### config.mk
export PLATFORM = sky130hd
export DESIGN_NAME = dma_ctrl
export DESIGN_NICKNAME = d
export VERILOG_FILES = /design/src/inc/dma_ctrl_pkg.sv /design/src/core/dma_ctrl.sv
export SDC_FILE = /design/constraint.sdc
export NUM_CORES = 2
export LEC_CHECK = 0
export ABC_AREA = 1
export BUFFER_PORTS_ARGS = -buffer_cell sky130_fd_sc_hd__buf_2
export CAP_MARGIN = 20
export CORE_MARGIN = 4
export CORE_UTILIZATION = 45
export DETAILED_ROUTE_END_ITERATION = 7
export PLACE_DENSITY = 0.67
export SLEW_MARGIN = 20
export SYNTH_ARGS = -nofsm -noshare
export SYNTH_HDL_FRONTEND = slang
export SYNTH_SLANG_ARGS = --single-unit
### constraint.sdc
create_clock -name clk -period 2.8 [get_ports clk]
set_input_delay 0.14 -clock clk [delete_from_list [all_inputs] [get_ports clk]]
set_output_delay 0.14 -clock clk [all_outputs]
set_load 0.03 [all_outputs]
### src/inc/dma_ctrl_pkg.sv
// Constants shared by the four-channel DMA control block.
package dma_ctrl_pkg;

    // --------------------------------------------------------------
    // Geometry
    // --------------------------------------------------------------
    localparam int NUM_CH = 4;
    localparam int ADDR_W = 8;

    // --------------------------------------------------------------
    // Register map: channel i sits at i * CH_STRIDE
    // --------------------------------------------------------------
    localparam logic [7:0] CH_STRIDE = 8'h20;
    localparam logic [4:0] OFF_MODE = 5'h00;
    localparam logic [4:0] OFF_COUNT = 5'h04;
    localparam logic [4:0] OFF_RELOAD = 5'h08;
    localparam logic [4:0] OFF_SRC = 5'h0c;
    localparam logic [4:0] OFF_DST = 5'h10;
    localparam logic [7:0] OFF_SWTRIG = 8'h80;
    localparam logic [7:0] OFF_ISTAT = 8'h84;
    localparam logic [7:0] OFF_IMASK = 8'h88;
    localparam logic [7:0] OFF_ACTIVE = 8'h8c;

    // --------------------------------------------------------------
    // Mode register fields
    // --------------------------------------------------------------
    localparam int MODE_SEL_LSB = 0;
    localparam int SRC_INC_BIT = 2;
    localparam int DST_INC_BIT = 3;
    localparam int SIZE_LSB = 4;
    localparam int TRIG_LSB = 6;
    localparam logic [1:0] MODE_OFF = 2'h0;
    localparam logic [1:0] MODE_SINGLE = 2'h1;
    localparam logic [1:0] MODE_REPEAT = 2'h3;
    localparam logic [1:0] SIZE_8 = 2'h0;
    localparam logic [1:0] SIZE_16 = 2'h1;
    localparam logic [1:0] SIZE_32 = 2'h2;

    // Trigger source codes index the peripheral request vector.
    localparam logic [2:0] TRIG_TIMER_A = 3'h0;
    localparam logic [2:0] TRIG_TIMER_B = 3'h1;
    localparam logic [2:0] TRIG_SERIAL_TX = 3'h2;
    localparam logic [2:0] TRIG_SERIAL_RX = 3'h3;
    localparam logic [2:0] TRIG_ADC = 3'h4;
    localparam logic [2:0] TRIG_IIO = 3'h5;
    localparam logic [2:0] TRIG_I2C = 3'h6;
    localparam logic [2:0] TRIG_SOFT_ONLY = 3'h7;

    // --------------------------------------------------------------
    // Values after reset and count thresholds
    // --------------------------------------------------------------
    localparam logic [31:0] RST_WORD = 32'h0000_0000;
    localparam logic [8:0] RST_MODE = 9'h000;
    localparam logic [31:0] COUNT_ONE = 32'h0000_0001;
    localparam logic [31:0] COUNT_ZERO = 32'h0000_0000;

    // Engine states, one-hot.
    typedef enum logic [1:0] {
        ST_IDLE = 2'b01,
        ST_BUSY = 2'b10
    } eng_state_type;

endpackage : dma_ctrl_pkg

### src/core/dma_ctrl.sv
// Four-channel DMA control: channel registers, arbitration and transfer issue.
//
// Design decisions made here: the placing of the registers and strobed register access.
`timescale 1ns/10ps
// Function
// - Simultaneous requests resolved by fixed priority, channel 0 highest, channel 3 lowest.
// - Per-channel trigger selectable from timer, serial, ADC, IIO, I2C or software.
// - Each channel uses incrementing or fixed addressing, chosen by configuration.
// - Single mode finishes when count reaches zero and does not continue.
// - Repeat mode reloads count from reload register at zero and keeps going.
// - Single mode (01b) starts only if count was set above one beforehand.
// - Repeat mode (11b) starts only if count was set above one beforehand.
// - Writing 00b to mode bits disables the channel and halts its activity.
// - Repeat reload of count and addresses happens on the one-to-zero step.
// - Per-channel complete interrupt raised when count goes from one to zero.
// - Transfer unit size is 8, 16 or 32 bits by configuration.
module dma_ctrl (
    input wire logic clk,
    input wire logic nrst,
    input wire logic [7:0] regAddr,
    input wire logic [31:0] regWdata,
    input wire logic regWr,
    input wire logic regRd,
    output logic [31:0] regRdata,
    input wire logic [7:0] periphReq,
    output logic xferValid,
    output logic [1:0] xferChan,
    output logic [31:0] xferSrc,
    output logic [31:0] xferDst,
    output logic [1:0] xferSize,
    input wire logic xferDone,
    output logic irq
);

    // --------------------------------------------------------------
    // Bus decode
    // --------------------------------------------------------------

    // Channel space is the lower half of the map; globals live above it.
    logic chSpace;
    logic [1:0] chSel;
    logic [4:0] regOff;

    assign chSpace = ~regAddr[7];
    assign chSel = regAddr[6:5];
    assign regOff = regAddr[4:0];

    // --------------------------------------------------------------
    // Channel state
    // --------------------------------------------------------------
    logic [8:0] mode_r [dma_ctrl_pkg::NUM_CH];
    logic [31:0] count_r [dma_ctrl_pkg::NUM_CH];
    logic [31:0] reload_r [dma_ctrl_pkg::NUM_CH];
    logic [31:0] src_r [dma_ctrl_pkg::NUM_CH];
    logic [31:0] dst_r [dma_ctrl_pkg::NUM_CH];
    logic [31:0] srcStart_r [dma_ctrl_pkg::NUM_CH];
    logic [31:0] dstStart_r [dma_ctrl_pkg::NUM_CH];

    // Flags hold one bit per channel.
    logic [3:0] pending_r;
    logic [3:0] active_r;
    logic [3:0] intStat_r;
    logic [3:0] intMask_r;

    logic [3:0] eligible;
    logic [3:0] trigHit;
    logic [3:0] doneHit;
    logic [3:0] enabled;
    logic [3:0] swTrig;

    // The engine serves one channel at a time.
    dma_ctrl_pkg::eng_state_type state_r;
    logic [1:0] curChan_r;

    // Software trigger is a write pulse; it is never stored.
    assign swTrig = (regWr && regAddr == dma_ctrl_pkg::OFF_SWTRIG) ? regWdata[3:0] : 4'h0;

    // Logic repeats once per channel.
    genvar gi;
    generate
        for (gi = 0; gi < dma_ctrl_pkg::NUM_CH; gi++) begin : g_ch
            logic wrCh;
            logic [1:0] modeSel;
            logic [1:0] unitSize;
            logic [2:0] trigSrc;
            logic [31:0] stepBytes;
            logic lastStep;

            // Views of the bus and of the mode fields.
            assign wrCh = regWr && chSpace && chSel == 2'(gi);
            assign modeSel = mode_r[gi][dma_ctrl_pkg::MODE_SEL_LSB +: 2];
            assign unitSize = mode_r[gi][dma_ctrl_pkg::SIZE_LSB +: 2];
            assign trigSrc = mode_r[gi][dma_ctrl_pkg::TRIG_LSB +: 3];
            assign lastStep = count_r[gi] == dma_ctrl_pkg::COUNT_ONE;

            // Only 01b and 11b run; the undefined 10b code is treated as off.
            assign enabled[gi] = modeSel == dma_ctrl_pkg::MODE_SINGLE
                || modeSel == dma_ctrl_pkg::MODE_REPEAT;

            // A fresh start needs a count above one; a running channel may finish on one.
            assign eligible[gi] = enabled[gi] && pending_r[gi]
                && (active_r[gi] || count_r[gi] > dma_ctrl_pkg::COUNT_ONE);

            // The selected peripheral line or the software strobe raises a request.
            assign trigHit[gi] = swTrig[gi]
                || (trigSrc != dma_ctrl_pkg::TRIG_SOFT_ONLY && periphReq[trigSrc]);

            assign doneHit[gi] = state_r == dma_ctrl_pkg::ST_BUSY && xferDone
                && curChan_r == 2'(gi) && enabled[gi];

            // Unit size in bytes; the reserved size code moves single bytes.
            always_comb begin
                unique case (unitSize)
                    dma_ctrl_pkg::SIZE_16: stepBytes = 32'h0000_0002;
                    dma_ctrl_pkg::SIZE_32: stepBytes = 32'h0000_0004;
                    default: stepBytes = 32'h0000_0001;
                endcase
            end

            // Mode register; software alone owns it.
            always_ff @(posedge clk or negedge nrst) begin
                if (!nrst) begin
                    mode_r[gi] <= dma_ctrl_pkg::RST_MODE;
                end else if (wrCh && regOff == dma_ctrl_pkg::OFF_MODE) begin
                    mode_r[gi] <= regWdata[8:0];
                end
            end

            // Reload value and the start addresses used for repeat restarts.
            always_ff @(posedge clk or negedge nrst) begin
                if (!nrst) begin
                    reload_r[gi] <= dma_ctrl_pkg::RST_WORD;
                    srcStart_r[gi] <= dma_ctrl_pkg::RST_WORD;
                    dstStart_r[gi] <= dma_ctrl_pkg::RST_WORD;
                end else begin
                    if (wrCh && regOff == dma_ctrl_pkg::OFF_RELOAD) begin
                        reload_r[gi] <= regWdata;
                    end
                    if (wrCh && regOff == dma_ctrl_pkg::OFF_SRC) begin
                        srcStart_r[gi] <= regWdata;
                    end
                    if (wrCh && regOff == dma_ctrl_pkg::OFF_DST) begin
                        dstStart_r[gi] <= regWdata;
                    end
                end
            end

            // Transfer count; a software write wins over the engine's step.
            always_ff @(posedge clk or negedge nrst) begin
                if (!nrst) begin
                    count_r[gi] <= dma_ctrl_pkg::RST_WORD;
                end else if (wrCh && regOff == dma_ctrl_pkg::OFF_COUNT) begin
                    count_r[gi] <= regWdata;
                end else if (doneHit[gi]) begin
                    if (lastStep && modeSel == dma_ctrl_pkg::MODE_REPEAT) begin
                        count_r[gi] <= reload_r[gi];
                    end else begin
                        count_r[gi] <= count_r[gi] - dma_ctrl_pkg::COUNT_ONE;
                    end
                end
            end

            // Working addresses: step, hold, or restart at the repeat reload.
            always_ff @(posedge clk or negedge nrst) begin
                if (!nrst) begin
                    src_r[gi] <= dma_ctrl_pkg::RST_WORD;
                    dst_r[gi] <= dma_ctrl_pkg::RST_WORD;
                end else if (wrCh && regOff == dma_ctrl_pkg::OFF_SRC) begin
                    src_r[gi] <= regWdata;
                end else if (wrCh && regOff == dma_ctrl_pkg::OFF_DST) begin
                    dst_r[gi] <= regWdata;
                end else if (doneHit[gi]) begin
                    if (lastStep && modeSel == dma_ctrl_pkg::MODE_REPEAT) begin
                        src_r[gi] <= srcStart_r[gi];
                        dst_r[gi] <= dstStart_r[gi];
                    end else begin
                        if (mode_r[gi][dma_ctrl_pkg::SRC_INC_BIT]) begin
                            src_r[gi] <= src_r[gi] + stepBytes;
                        end
                        if (mode_r[gi][dma_ctrl_pkg::DST_INC_BIT]) begin
                            dst_r[gi] <= dst_r[gi] + stepBytes;
                        end
                    end
                end
            end

            // Request latch; a new trigger in the serving cycle is kept.
            always_ff @(posedge clk or negedge nrst) begin
                if (!nrst) begin
                    pending_r[gi] <= 1'b0;
                end else if (!enabled[gi]) begin
                    pending_r[gi] <= 1'b0;
                end else if (trigHit[gi]) begin
                    pending_r[gi] <= 1'b1;
                end else if (doneHit[gi]) begin
                    pending_r[gi] <= 1'b0;
                end
            end

            // Running flag: set by the first move, dropped at the single-mode end.
            always_ff @(posedge clk or negedge nrst) begin
                if (!nrst) begin
                    active_r[gi] <= 1'b0;
                end else if (!enabled[gi]) begin
                    active_r[gi] <= 1'b0;
                end else if (doneHit[gi]) begin
                    active_r[gi] <= !(lastStep && modeSel == dma_ctrl_pkg::MODE_SINGLE);
                end
            end

            // Completion flag; a new event beats a write-one-to-clear.
            always_ff @(posedge clk or negedge nrst) begin
                if (!nrst) begin
                    intStat_r[gi] <= 1'b0;
                end else if (doneHit[gi] && lastStep) begin
                    intStat_r[gi] <= 1'b1;
                end else if (regWr && regAddr == dma_ctrl_pkg::OFF_ISTAT && regWdata[gi]) begin
                    intStat_r[gi] <= 1'b0;
                end
            end
        end
    endgenerate

    // --------------------------------------------------------------
    // Arbitration and transfer issue
    // --------------------------------------------------------------

    // Lowest-numbered eligible channel wins.
    // The scan runs down, so the lowest hit stands.
    logic [1:0] winner;

    always_comb begin
        winner = 2'd3;
        for (int k = dma_ctrl_pkg::NUM_CH - 1; k >= 0; k--) begin
            if (eligible[k]) begin
                winner = 2'(k);
            end
        end
    end

    // One transfer at a time; disabling the served channel abandons it.
    always_ff @(posedge clk or negedge nrst) begin
        if (!nrst) begin
            state_r <= dma_ctrl_pkg::ST_IDLE;
            curChan_r <= 2'd0;
        end else begin
            unique case (state_r)
                dma_ctrl_pkg::ST_IDLE: begin
                    if (|eligible) begin
                        state_r <= dma_ctrl_pkg::ST_BUSY;
                        curChan_r <= winner;
                    end
                end
                dma_ctrl_pkg::ST_BUSY: begin
                    if (xferDone || !enabled[curChan_r]) begin
                        state_r <= dma_ctrl_pkg::ST_IDLE;
                    end
                end
            endcase
        end
    end

    // Issue strobe and its descriptor, held steady until the next issue.
    always_ff @(posedge clk or negedge nrst) begin
        if (!nrst) begin
            xferValid <= 1'b0;
            xferChan <= 2'd0;
            xferSrc <= dma_ctrl_pkg::RST_WORD;
            xferDst <= dma_ctrl_pkg::RST_WORD;
            xferSize <= dma_ctrl_pkg::SIZE_8;
        end else begin
            xferValid <= state_r == dma_ctrl_pkg::ST_IDLE && |eligible;
            if (state_r == dma_ctrl_pkg::ST_IDLE && |eligible) begin
                xferChan <= winner;
                xferSrc <= src_r[winner];
                xferDst <= dst_r[winner];
                xferSize <= mode_r[winner][dma_ctrl_pkg::SIZE_LSB +: 2];
            end
        end
    end

    // --------------------------------------------------------------
    // Interrupt mask and output
    // --------------------------------------------------------------

    // The mask gates only the line.
    always_ff @(posedge clk or negedge nrst) begin
        if (!nrst) begin
            intMask_r <= 4'h0;
        end else if (regWr && regAddr == dma_ctrl_pkg::OFF_IMASK) begin
            intMask_r <= regWdata[3:0];
        end
    end

    // Registered, so the line lags the status bit by one cycle.
    always_ff @(posedge clk or negedge nrst) begin
        if (!nrst) begin
            irq <= 1'b0;
        end else begin
            irq <= |(intStat_r & intMask_r);
        end
    end

    // --------------------------------------------------------------
    // Read path
    // --------------------------------------------------------------

    // Unmapped addresses read as zero.
    logic [31:0] rdNxt;

    always_comb begin
        rdNxt = 32'h0000_0000;
        if (chSpace) begin
            unique case (regOff)
                dma_ctrl_pkg::OFF_MODE: rdNxt = {23'h0, mode_r[chSel]};
                dma_ctrl_pkg::OFF_COUNT: rdNxt = count_r[chSel];
                dma_ctrl_pkg::OFF_RELOAD: rdNxt = reload_r[chSel];
                dma_ctrl_pkg::OFF_SRC: rdNxt = src_r[chSel];
                dma_ctrl_pkg::OFF_DST: rdNxt = dst_r[chSel];
                default: rdNxt = 32'h0000_0000;
            endcase
        end else begin
            // Globals decode on the full address.
            unique case (regAddr)
                dma_ctrl_pkg::OFF_ISTAT: rdNxt = {28'h0, intStat_r};
                dma_ctrl_pkg::OFF_IMASK: rdNxt = {28'h0, intMask_r};
                dma_ctrl_pkg::OFF_ACTIVE: rdNxt = {24'h0, pending_r, active_r};
                default: rdNxt = 32'h0000_0000;
            endcase
        end
    end

    // Data stands only in the cycle after the strobe.
    always_ff @(posedge clk or negedge nrst) begin
        if (!nrst) begin
            regRdata <= dma_ctrl_pkg::RST_WORD;
        end else begin
            regRdata <= regRd ? rdNxt : dma_ctrl_pkg::RST_WORD;
        end
    end

endmodule : dma_ctrl

[Word-level counts from Yosys, hierarchy flattened]
Cells that the tools add are included.
Cells by class
  reduce and logical (&&, ||, !) cells: 123
  muxes and demuxes: 125
  bitwise operators: 8
  eq/ne operators: 54
  order comparisons: 11
  $add $sub $neg: 12
Operators with widths (number)
  32-bit 2-to-1 mux: 62
  32-bit binary-select mux with 2-bit select: 6
  32-bit adder: 6
  32-bit one-hot mux with 5 select lines: 1
  32-bit by 1-bit == test with 1-bit output (second input constant): 4
  32-bit by 1-bit greater-than comparator with 1-bit output (second input constant): 4
  32-bit by 1-bit subtractor with 32-bit output (second input constant): 4
  1-bit logical AND: 66
  32-bit by 3-bit adder with 32-bit output: 2
  9-bit binary-select mux with 2-bit select: 2
  1-bit 2-to-1 mux: 34
  8-bit == test (second input constant): 4
  2-bit nonzero test: 16
  2-bit == test (second input constant): 13
  3-bit inequality test (second input constant): 8
  3-bit one-hot mux with 2 select lines: 4
  8-bit one-hot mux with 3 select lines: 1
  3-bit AND reduction: 8
  3-bit nonzero test: 8
  2-bit by 1-bit == test with 1-bit output (second input constant): 11
  9-bit 2-to-1 mux: 2
  2-bit inequality test (second input constant): 9
  3-bit by 4-bit < comparator with 1-bit output (second input constant): 4
  1-bit logical OR: 13
  20 further kinds: 41
Word-level totals
  register bits after elaboration: 926
  output and inout port bits: 102
  logic and storage cells: 383
  bits of input ports: 53

[Depth between registers and ports, before layout]
  word-level depth: 11
  mapped depth: 18
  mapped depth without buffers: 18

[Worst setup path before layout]
Ideal clock, no wire load.
  kind: register to register
  start point: register mode_r, in the netlist g_ch[2].unitSize[0]
  end point: register src_r[50] (netlist name)
  path slack: 0.152 ns
  required time: 2.679 ns
  cell stages (with the launch flop): 13
  data arrival time: 2.527 ns
  clock period less this slack: 2.648 ns
  buffers on the path: 0
  setup time: 0.121 ns
  cells stage by stage: dfrtp_1 -> inv_1 -> ha_1 -> ha_1 -> inv_1 -> fa_1 -> o21ai_0 -> nand2_1 -> nor2_1 -> nand3_1 -> xor2_1 -> o211ai_1 -> nand2_1
On the way
  longest elaborated chain between the ends: 8
  elaborated cells on any way between the ends: 9
  those cells by class: add/sub (1); eq/ne (2); mux (6)
Ends and longest elaborated chain
  from (decl): line dma_ctrl.sv:51  | logic [8:0] mode_r [dma_ctrl_pkg::NUM_CH];
  from (signal, indexed assignment): line dma_ctrl.sv:123  | mode_r[gi] <= dma_ctrl_pkg::RST_MODE;
  from (signal, indexed assignment): line dma_ctrl.sv:125  | mode_r[gi] <= regWdata[8:0];
  2-bit == test or 2-bit by 1-bit == test with 1-bit output (tied branches): line dma_ctrl.sv:113  | unique case (unitSize)
  3-bit one-hot mux with 2 select lines (*): line dma_ctrl.sv:113
  32-bit adder (*): line dma_ctrl.sv:178  | src_r[gi] <= src_r[gi] + stepBytes;
  32-bit 2-to-1 mux (*): line dma_ctrl.sv:177  | if (mode_r[gi][dma_ctrl_pkg::SRC_INC_BIT]) begin
  32-bit 2-to-1 mux (*): line dma_ctrl.sv:173  | if (lastStep && modeSel == dma_ctrl_pkg::MODE_REPEAT) begin
  32-bit 2-to-1 mux (*): line dma_ctrl.sv:172  | end else if (doneHit[gi]) begin
  32-bit 2-to-1 mux (*): line dma_ctrl.sv:170  | end else if (wrCh && regOff == dma_ctrl_pkg::OFF_DST) begin
  32-bit 2-to-1 mux (*): line dma_ctrl.sv:168  | end else if (wrCh && regOff == dma_ctrl_pkg::OFF_SRC) begin
  to (signal, indexed assignment): line dma_ctrl.sv:169  | src_r[gi] <= regWdata;
  to (signal, indexed assignment): line dma_ctrl.sv:174  | src_r[gi] <= srcStart_r[gi];
  to (signal, indexed assignment): line dma_ctrl.sv:178
  to (decl): line dma_ctrl.sv:54  | logic [31:0] src_r [dma_ctrl_pkg::NUM_CH];
Mark *: on every way between the ends. The rest lies on a longest branch, timed or not. The select of a mux whose other input is x is not followed.
A chain may end at the register's enable or synchronous reset.

[Worst setup path after layout]
  start point: register mode_r, in the netlist g_ch[2].unitSize[1]
  end point: register dst_r[60] (netlist name)
On the way
  longest elaborated chain between the ends: 7
  elaborated cells on any way between the ends: 8
  those cells by class: add/sub (1); eq/ne (2); mux (5)
Ends and longest elaborated chain
  2-bit == test or 2-bit by 1-bit == test with 1-bit output (tied branches): line dma_ctrl.sv:113
  3-bit one-hot mux with 2 select lines (*): line dma_ctrl.sv:113
  32-bit adder (*): line dma_ctrl.sv:181  | dst_r[gi] <= dst_r[gi] + stepBytes;
  32-bit 2-to-1 mux (*): line dma_ctrl.sv:180  | if (mode_r[gi][dma_ctrl_pkg::DST_INC_BIT]) begin
  32-bit 2-to-1 mux (*): line dma_ctrl.sv:173
  32-bit 2-to-1 mux (*): line dma_ctrl.sv:172
  32-bit 2-to-1 mux (*): line dma_ctrl.sv:170
  to (signal, indexed assignment): line dma_ctrl.sv:171  | dst_r[gi] <= regWdata;
  to (signal, indexed assignment): line dma_ctrl.sv:175  | dst_r[gi] <= dstStart_r[gi];
  to (signal, indexed assignment): line dma_ctrl.sv:181
  to (decl): line dma_ctrl.sv:55  | logic [31:0] dst_r [dma_ctrl_pkg::NUM_CH];
Marks and branches as above.

==> impl_metrics.sql <==
INSERT INTO impl_metrics (metric_group, metric, value, unit) VALUES
('run_status', 'run_status', 'finished with violations', ''),
('run_status', 'failed_checks', 'DRC', ''),
('place', 'post-place-cells', '9906', ''),
('critical_path', 'crit_path_start_kind', 'flop', ''),
('logic_synthesis', 'synth_flop_cell', 'sky130_fd_sc_hd__dfrtp_1', ''),
('cts', 'numCtsBuffers', '109', ''),
('final_layout', 'layout.cell_area.non_filler', '68000', 'um2'),
('place', 'finalWeightedCongestion', '1.06', ''),
('critical_path', 'setup.worst_path.end', 'dst_r[60]', ''),
('timing', 'fin_crit', '2770', 'ps'),
('route', 'detailed_router_iteration_count_before_antenna_repair', '8', ''),
('route', 'route.antenna.remaining_nets', '0', ''),
('logic_synthesis', 'synth_async_sr_flop_share', '100', '%'),
('final_layout', 'syn2layout_area_growth', '19.5', '%'),
('die', 'die_width', '364', 'um'),
('flow_run', 'drv.max_cap_violation_count', '0', ''),
('logic_synthesis', 'ys_types', '58', ''),
('timing', 'hold_viol_final', '0', ''),
('timing', 'grt_setup_unrepaired', 'yes', ''),
('critical_path', 'critical_path_depth', '16', ''),
('logic_synthesis', 'gate_count_post_synth', '7977', ''),
('cts', 'cts_num_sinks', '924', ''),
('final_layout', 'core_util_final', '54.1', '%'),
('timing', 'setup_violations', '0', ''),
('critical_path', 'worstPathMaxFanout', '4', ''),
('die', 'num_rows', '130', ''),
('critical_path', 'critical_path_arrival', '3400', 'ps'),
('logic_synthesis', 'yosysTopAreaCellShare', '40.6', '%'),
('timing', 'final-max-slew-violation-count', '0', ''),
('cts', 'clock_path_buffers', '3', ''),
('logic_synthesis', 'synth_fp_nets', '8078', ''),
('critical_path', 'crit_buf_inv', '6', ''),
('cts', 'clock_insertion_delay_worst_skew', '770', 'ps'),
('final_layout', 'instances_no_fill', '10200', ''),
('final_layout', 'drive_gt1_share', '13.7', '%'),
('route', 'via_count', '63900', ''),
('cts', 'cts.clk_slew.worst_paths', '70', 'ps'),
('critical_path', 'r2r_setup_slack', '30', 'ps'),
('critical_path', 'worstReg2RegStart', 'g_ch[2].unitSize[1]', ''),
('power_and_ir_drop', 'power.static_leakage', '32.5', 'nW'),
('die', 'chipHeight', '364', 'um'),
('logic_synthesis', 'ys_seq_area_share', '40.7', '%'),
('timing', 'timing.slew.headroom', '23.8', '%'),
('route', 'post_drt_wl_per_cell', '31.0', 'um'),
('critical_path', 'rr_endpoint', 'dst_r[60]', ''),
('power_and_ir_drop', 'ir_worst_vdd', '0.522', 'mV'),
('critical_path', 'setup.worst_path.class', 'flop to flop', ''),
('logic_synthesis', 'synth_area_per_cell', '7.13', 'um2'),
('critical_path', 'timing.critical_path.slowest_cell_delay', '450', 'ps'),
('grt', 'grt_first_pass_wirelength', '437', 'mm'),
('critical_path', 'critical_path.slowest_cell', 'sky130_fd_sc_hd__fa_2', ''),
('timing', 'max_slew.worst_pin.slew', '1140', 'ps'),
('final_layout', 'final_net_count', '8512', ''),
('critical_path', 'worstPathCellList', 'buf_4, inv_1, ha_1, inv_1, fa_2, o21ai_4, buf_4, nand2_1, nor2_1, buf_4, buf_4, nand2_1, nand2_1, nand3_1, nand2_1, a31oi_1', ''),
('critical_path', 'worst_setup_path_end_kind', 'flop', ''),
('route', 'dr.first_iter.drc_count', '10600', ''),
('final_layout', 'n_fill_cell', '12300', ''),
('logic_synthesis', 'edff_count_synth', '0', ''),
('timing', 'fmax', '361', 'MHz'),
('route', 'drcViolationCount', '4', ''),
('cts', 'clock_tree_from_tritoncts', 'yes', ''),
('place', 'place.port_buffers', '153', ''),
('cts', 'ctsHtreeMaxLevel', '3', ''),
('cts', 'root_buffer', 'sky130_fd_sc_hd__clkbuf_16', ''),
('route', 'route.detailed.vias_per_inst', '6.27', ''),
('critical_path', 'crit_family', 'buffers and inverters', ''),
('die', 'boundaryPins', '155', ''),
('worst_hold_path', 'timing.hold.worst.class', 'input port to flop', ''),
('die', 'initial_core_util', '45.3', '%'),
('power_and_ir_drop', 'powerDensity', '529', 'nW/um2'),
('timing', 'final_min_period_over_clock_period', '99.0', '%');
[kinds of logic (layout without fill, tap and decap cells)]
kind of cell | count (synthesis) | in the layout | share of synthesized area (%)
buf+inv | 1328 | 1852 | 9.27
other cells | 0 | 29 | 0
simple gates | 3785 | 3785 | 27.9
xor+xnor | 183 | 183 | 2.82
fa+ha+maj | 48 | 48 | 1.16
compound gates | 1709 | 1709 | 18.2
flops | 924 | 924 | 40.7
[flip-flops by register name, indices dropped and copies added (netlist names), 4 cells and up]
name	flops
g_ch.unitSize	8
dst_r	128
intMask_r	4
g_ch.trigSrc	12
count_r	128
pending_r	4
mode_r	8
active_r	4
g_ch.modeSel	8
xferSrc	32
regRdata	32
xferDst	32
src_r	128
reload_r	128
dstStart_r	128
intStat_r	4
srcStart_r	128
[final cells by class]
class                           count  area [um2]  share of cell area, %
Sequential cell                   924       23100                   34.0
Multi-Input combinational cell   5725       29000                   42.7
Timing Repair Buffer              784        6500                   9.56
Clock inverter                     59         855                   1.26
Antenna cell                       29        72.6                  0.107
Clock buffer                      142        3070                   4.52
Tap cell                         1650        2060                   3.04
Inverter                          867        3260                   4.80
[cells in the mapped netlist, types with 11 or more instances]
library cell                instances
sky130_fd_sc_hd__nand3b_1          20
sky130_fd_sc_hd__a22oi_1          149
sky130_fd_sc_hd__nor3_1           139
sky130_fd_sc_hd__buf_4             15
sky130_fd_sc_hd__buf_2            140
sky130_fd_sc_hd__nand2_1         2137
sky130_fd_sc_hd__o221ai_1         120
sky130_fd_sc_hd__nand2_2           11
sky130_fd_sc_hd__a41oi_1           21
sky130_fd_sc_hd__or2_2             11
sky130_fd_sc_hd__xor2_1           170
sky130_fd_sc_hd__o21ai_1           59
sky130_fd_sc_hd__nand3_1          736
sky130_fd_sc_hd__clkbuf_1         259
sky130_fd_sc_hd__nor2_1           592
sky130_fd_sc_hd__a31oi_1           32
sky130_fd_sc_hd__buf_1             39
sky130_fd_sc_hd__nor2_2            19
sky130_fd_sc_hd__o211ai_1         140
sky130_fd_sc_hd__o21ai_0          709
sky130_fd_sc_hd__a21oi_1          223
sky130_fd_sc_hd__ha_1              40
sky130_fd_sc_hd__nand4_1           76
sky130_fd_sc_hd__o22ai_1          164
sky130_fd_sc_hd__o2111ai_1         12
sky130_fd_sc_hd__o21bai_1          49
sky130_fd_sc_hd__dfrtp_1          923
sky130_fd_sc_hd__inv_1            824
sky130_fd_sc_hd__inv_2             35
sky130_fd_sc_hd__xnor2_1           13
[through the flow]
stage | power (mW) | hold slack [ps] | setup TNS (ps)
4_1_cts | 35.7 | 3.10 | 0
3_5_place_dp | 19.8 | 154 | -4950
6_report | 35.9 | 33.3 | 0
3_3_place_gp | 19.8 | 152 | -3540
2_1_floorplan | 17.3 | -156 | 0
5_1_grt | 36.8 | 30.6 | -454
[placed cells by master, fill, tap and decap left out, drive strengths merged, types with 13 or more instances in the layout]
master	Yosys	routed
clkbuf	260	145
dfrtp	923	923
o21ai	768	768
nand3	741	741
nand2	2154	2154
ha	40	40
xnor2	13	13
inv	859	860
xor2	170	170
clkinv	8	40
nand4	77	77
nor2	620	620
dlygate4sd3	0	35
a21oi	226	226
nand3b	20	20
buf	201	746
bufinv	0	18
o221ai	120	120
a31oi	33	33
a41oi	21	21
nor3	141	141
a22oi	149	149
o22ai	164	164
o21bai	49	49
diode	0	29
o211ai	140	140
[worst min path at each step]
| stage | from | to | slack (ps) | depth (start not counted) |
|---|---|---|---|---|
| 4_1_cts | regWdata[22] | reload_r[54] | 3 | 4 |
| 3_5_place_dp | nrst | srcStart_r[23] | 150 | 1 |
| 3_3_place_gp | nrst | srcStart_r[31] | 150 | 1 |
| 5_1_grt | regWdata[6] | dstStart_r[102] | 30 | 4 |
| 2_1_floorplan | nrst | active_r[0] | -160 | 0 |
| 6_report | regWdata[6] | dstStart_r[102] | 30 | 4 |
[routing by layer]
layer / up-vias / global-route usage, % / wire, um
met3: 835 / 17.8 / 45400
met4: 20 / 28.2 / 22500
met5: - / 0 / 112
met1: 30900 / 63.1 / 125000
li1: 27500 / - / -
met2: 4585 / 61.4 / 122000
[worst register-to-register path, cell delays in order (launching register included)]
cell and delay (ps):
sky130_fd_sc_hd__dfrtp_1 410, sky130_fd_sc_hd__buf_4 160, sky130_fd_sc_hd__inv_1 80, sky130_fd_sc_hd__ha_1 160, sky130_fd_sc_hd__inv_1 210, sky130_fd_sc_hd__fa_2 450
sky130_fd_sc_hd__o21ai_4 230, sky130_fd_sc_hd__buf_4 160, sky130_fd_sc_hd__nand2_1 60, sky130_fd_sc_hd__nor2_1 100, sky130_fd_sc_hd__buf_4 150, sky130_fd_sc_hd__buf_4 120
sky130_fd_sc_hd__nand2_1 50, sky130_fd_sc_hd__nand2_1 60, sky130_fd_sc_hd__nand3_1 100, sky130_fd_sc_hd__nand2_1 90, sky130_fd_sc_hd__a31oi_1 60
[what timing repair did]
action / CTS / global route
pin swaps: 1 / 21
gates resized for setup: 23 / 129
setup buffers: 0 / 5
endpoints found under the hold margin: 568 / 0
setup endpoints to repair: 100 / 225
hold buffers: 35 / 0
gates cloned: 0 / 3
[power breakdown]
part           internal, mW  switching [mW]
sequential             14.2           0.770
clock                  9.41            6.54
combinational          1.53            3.50
Power figures use the tool's default switching activity.
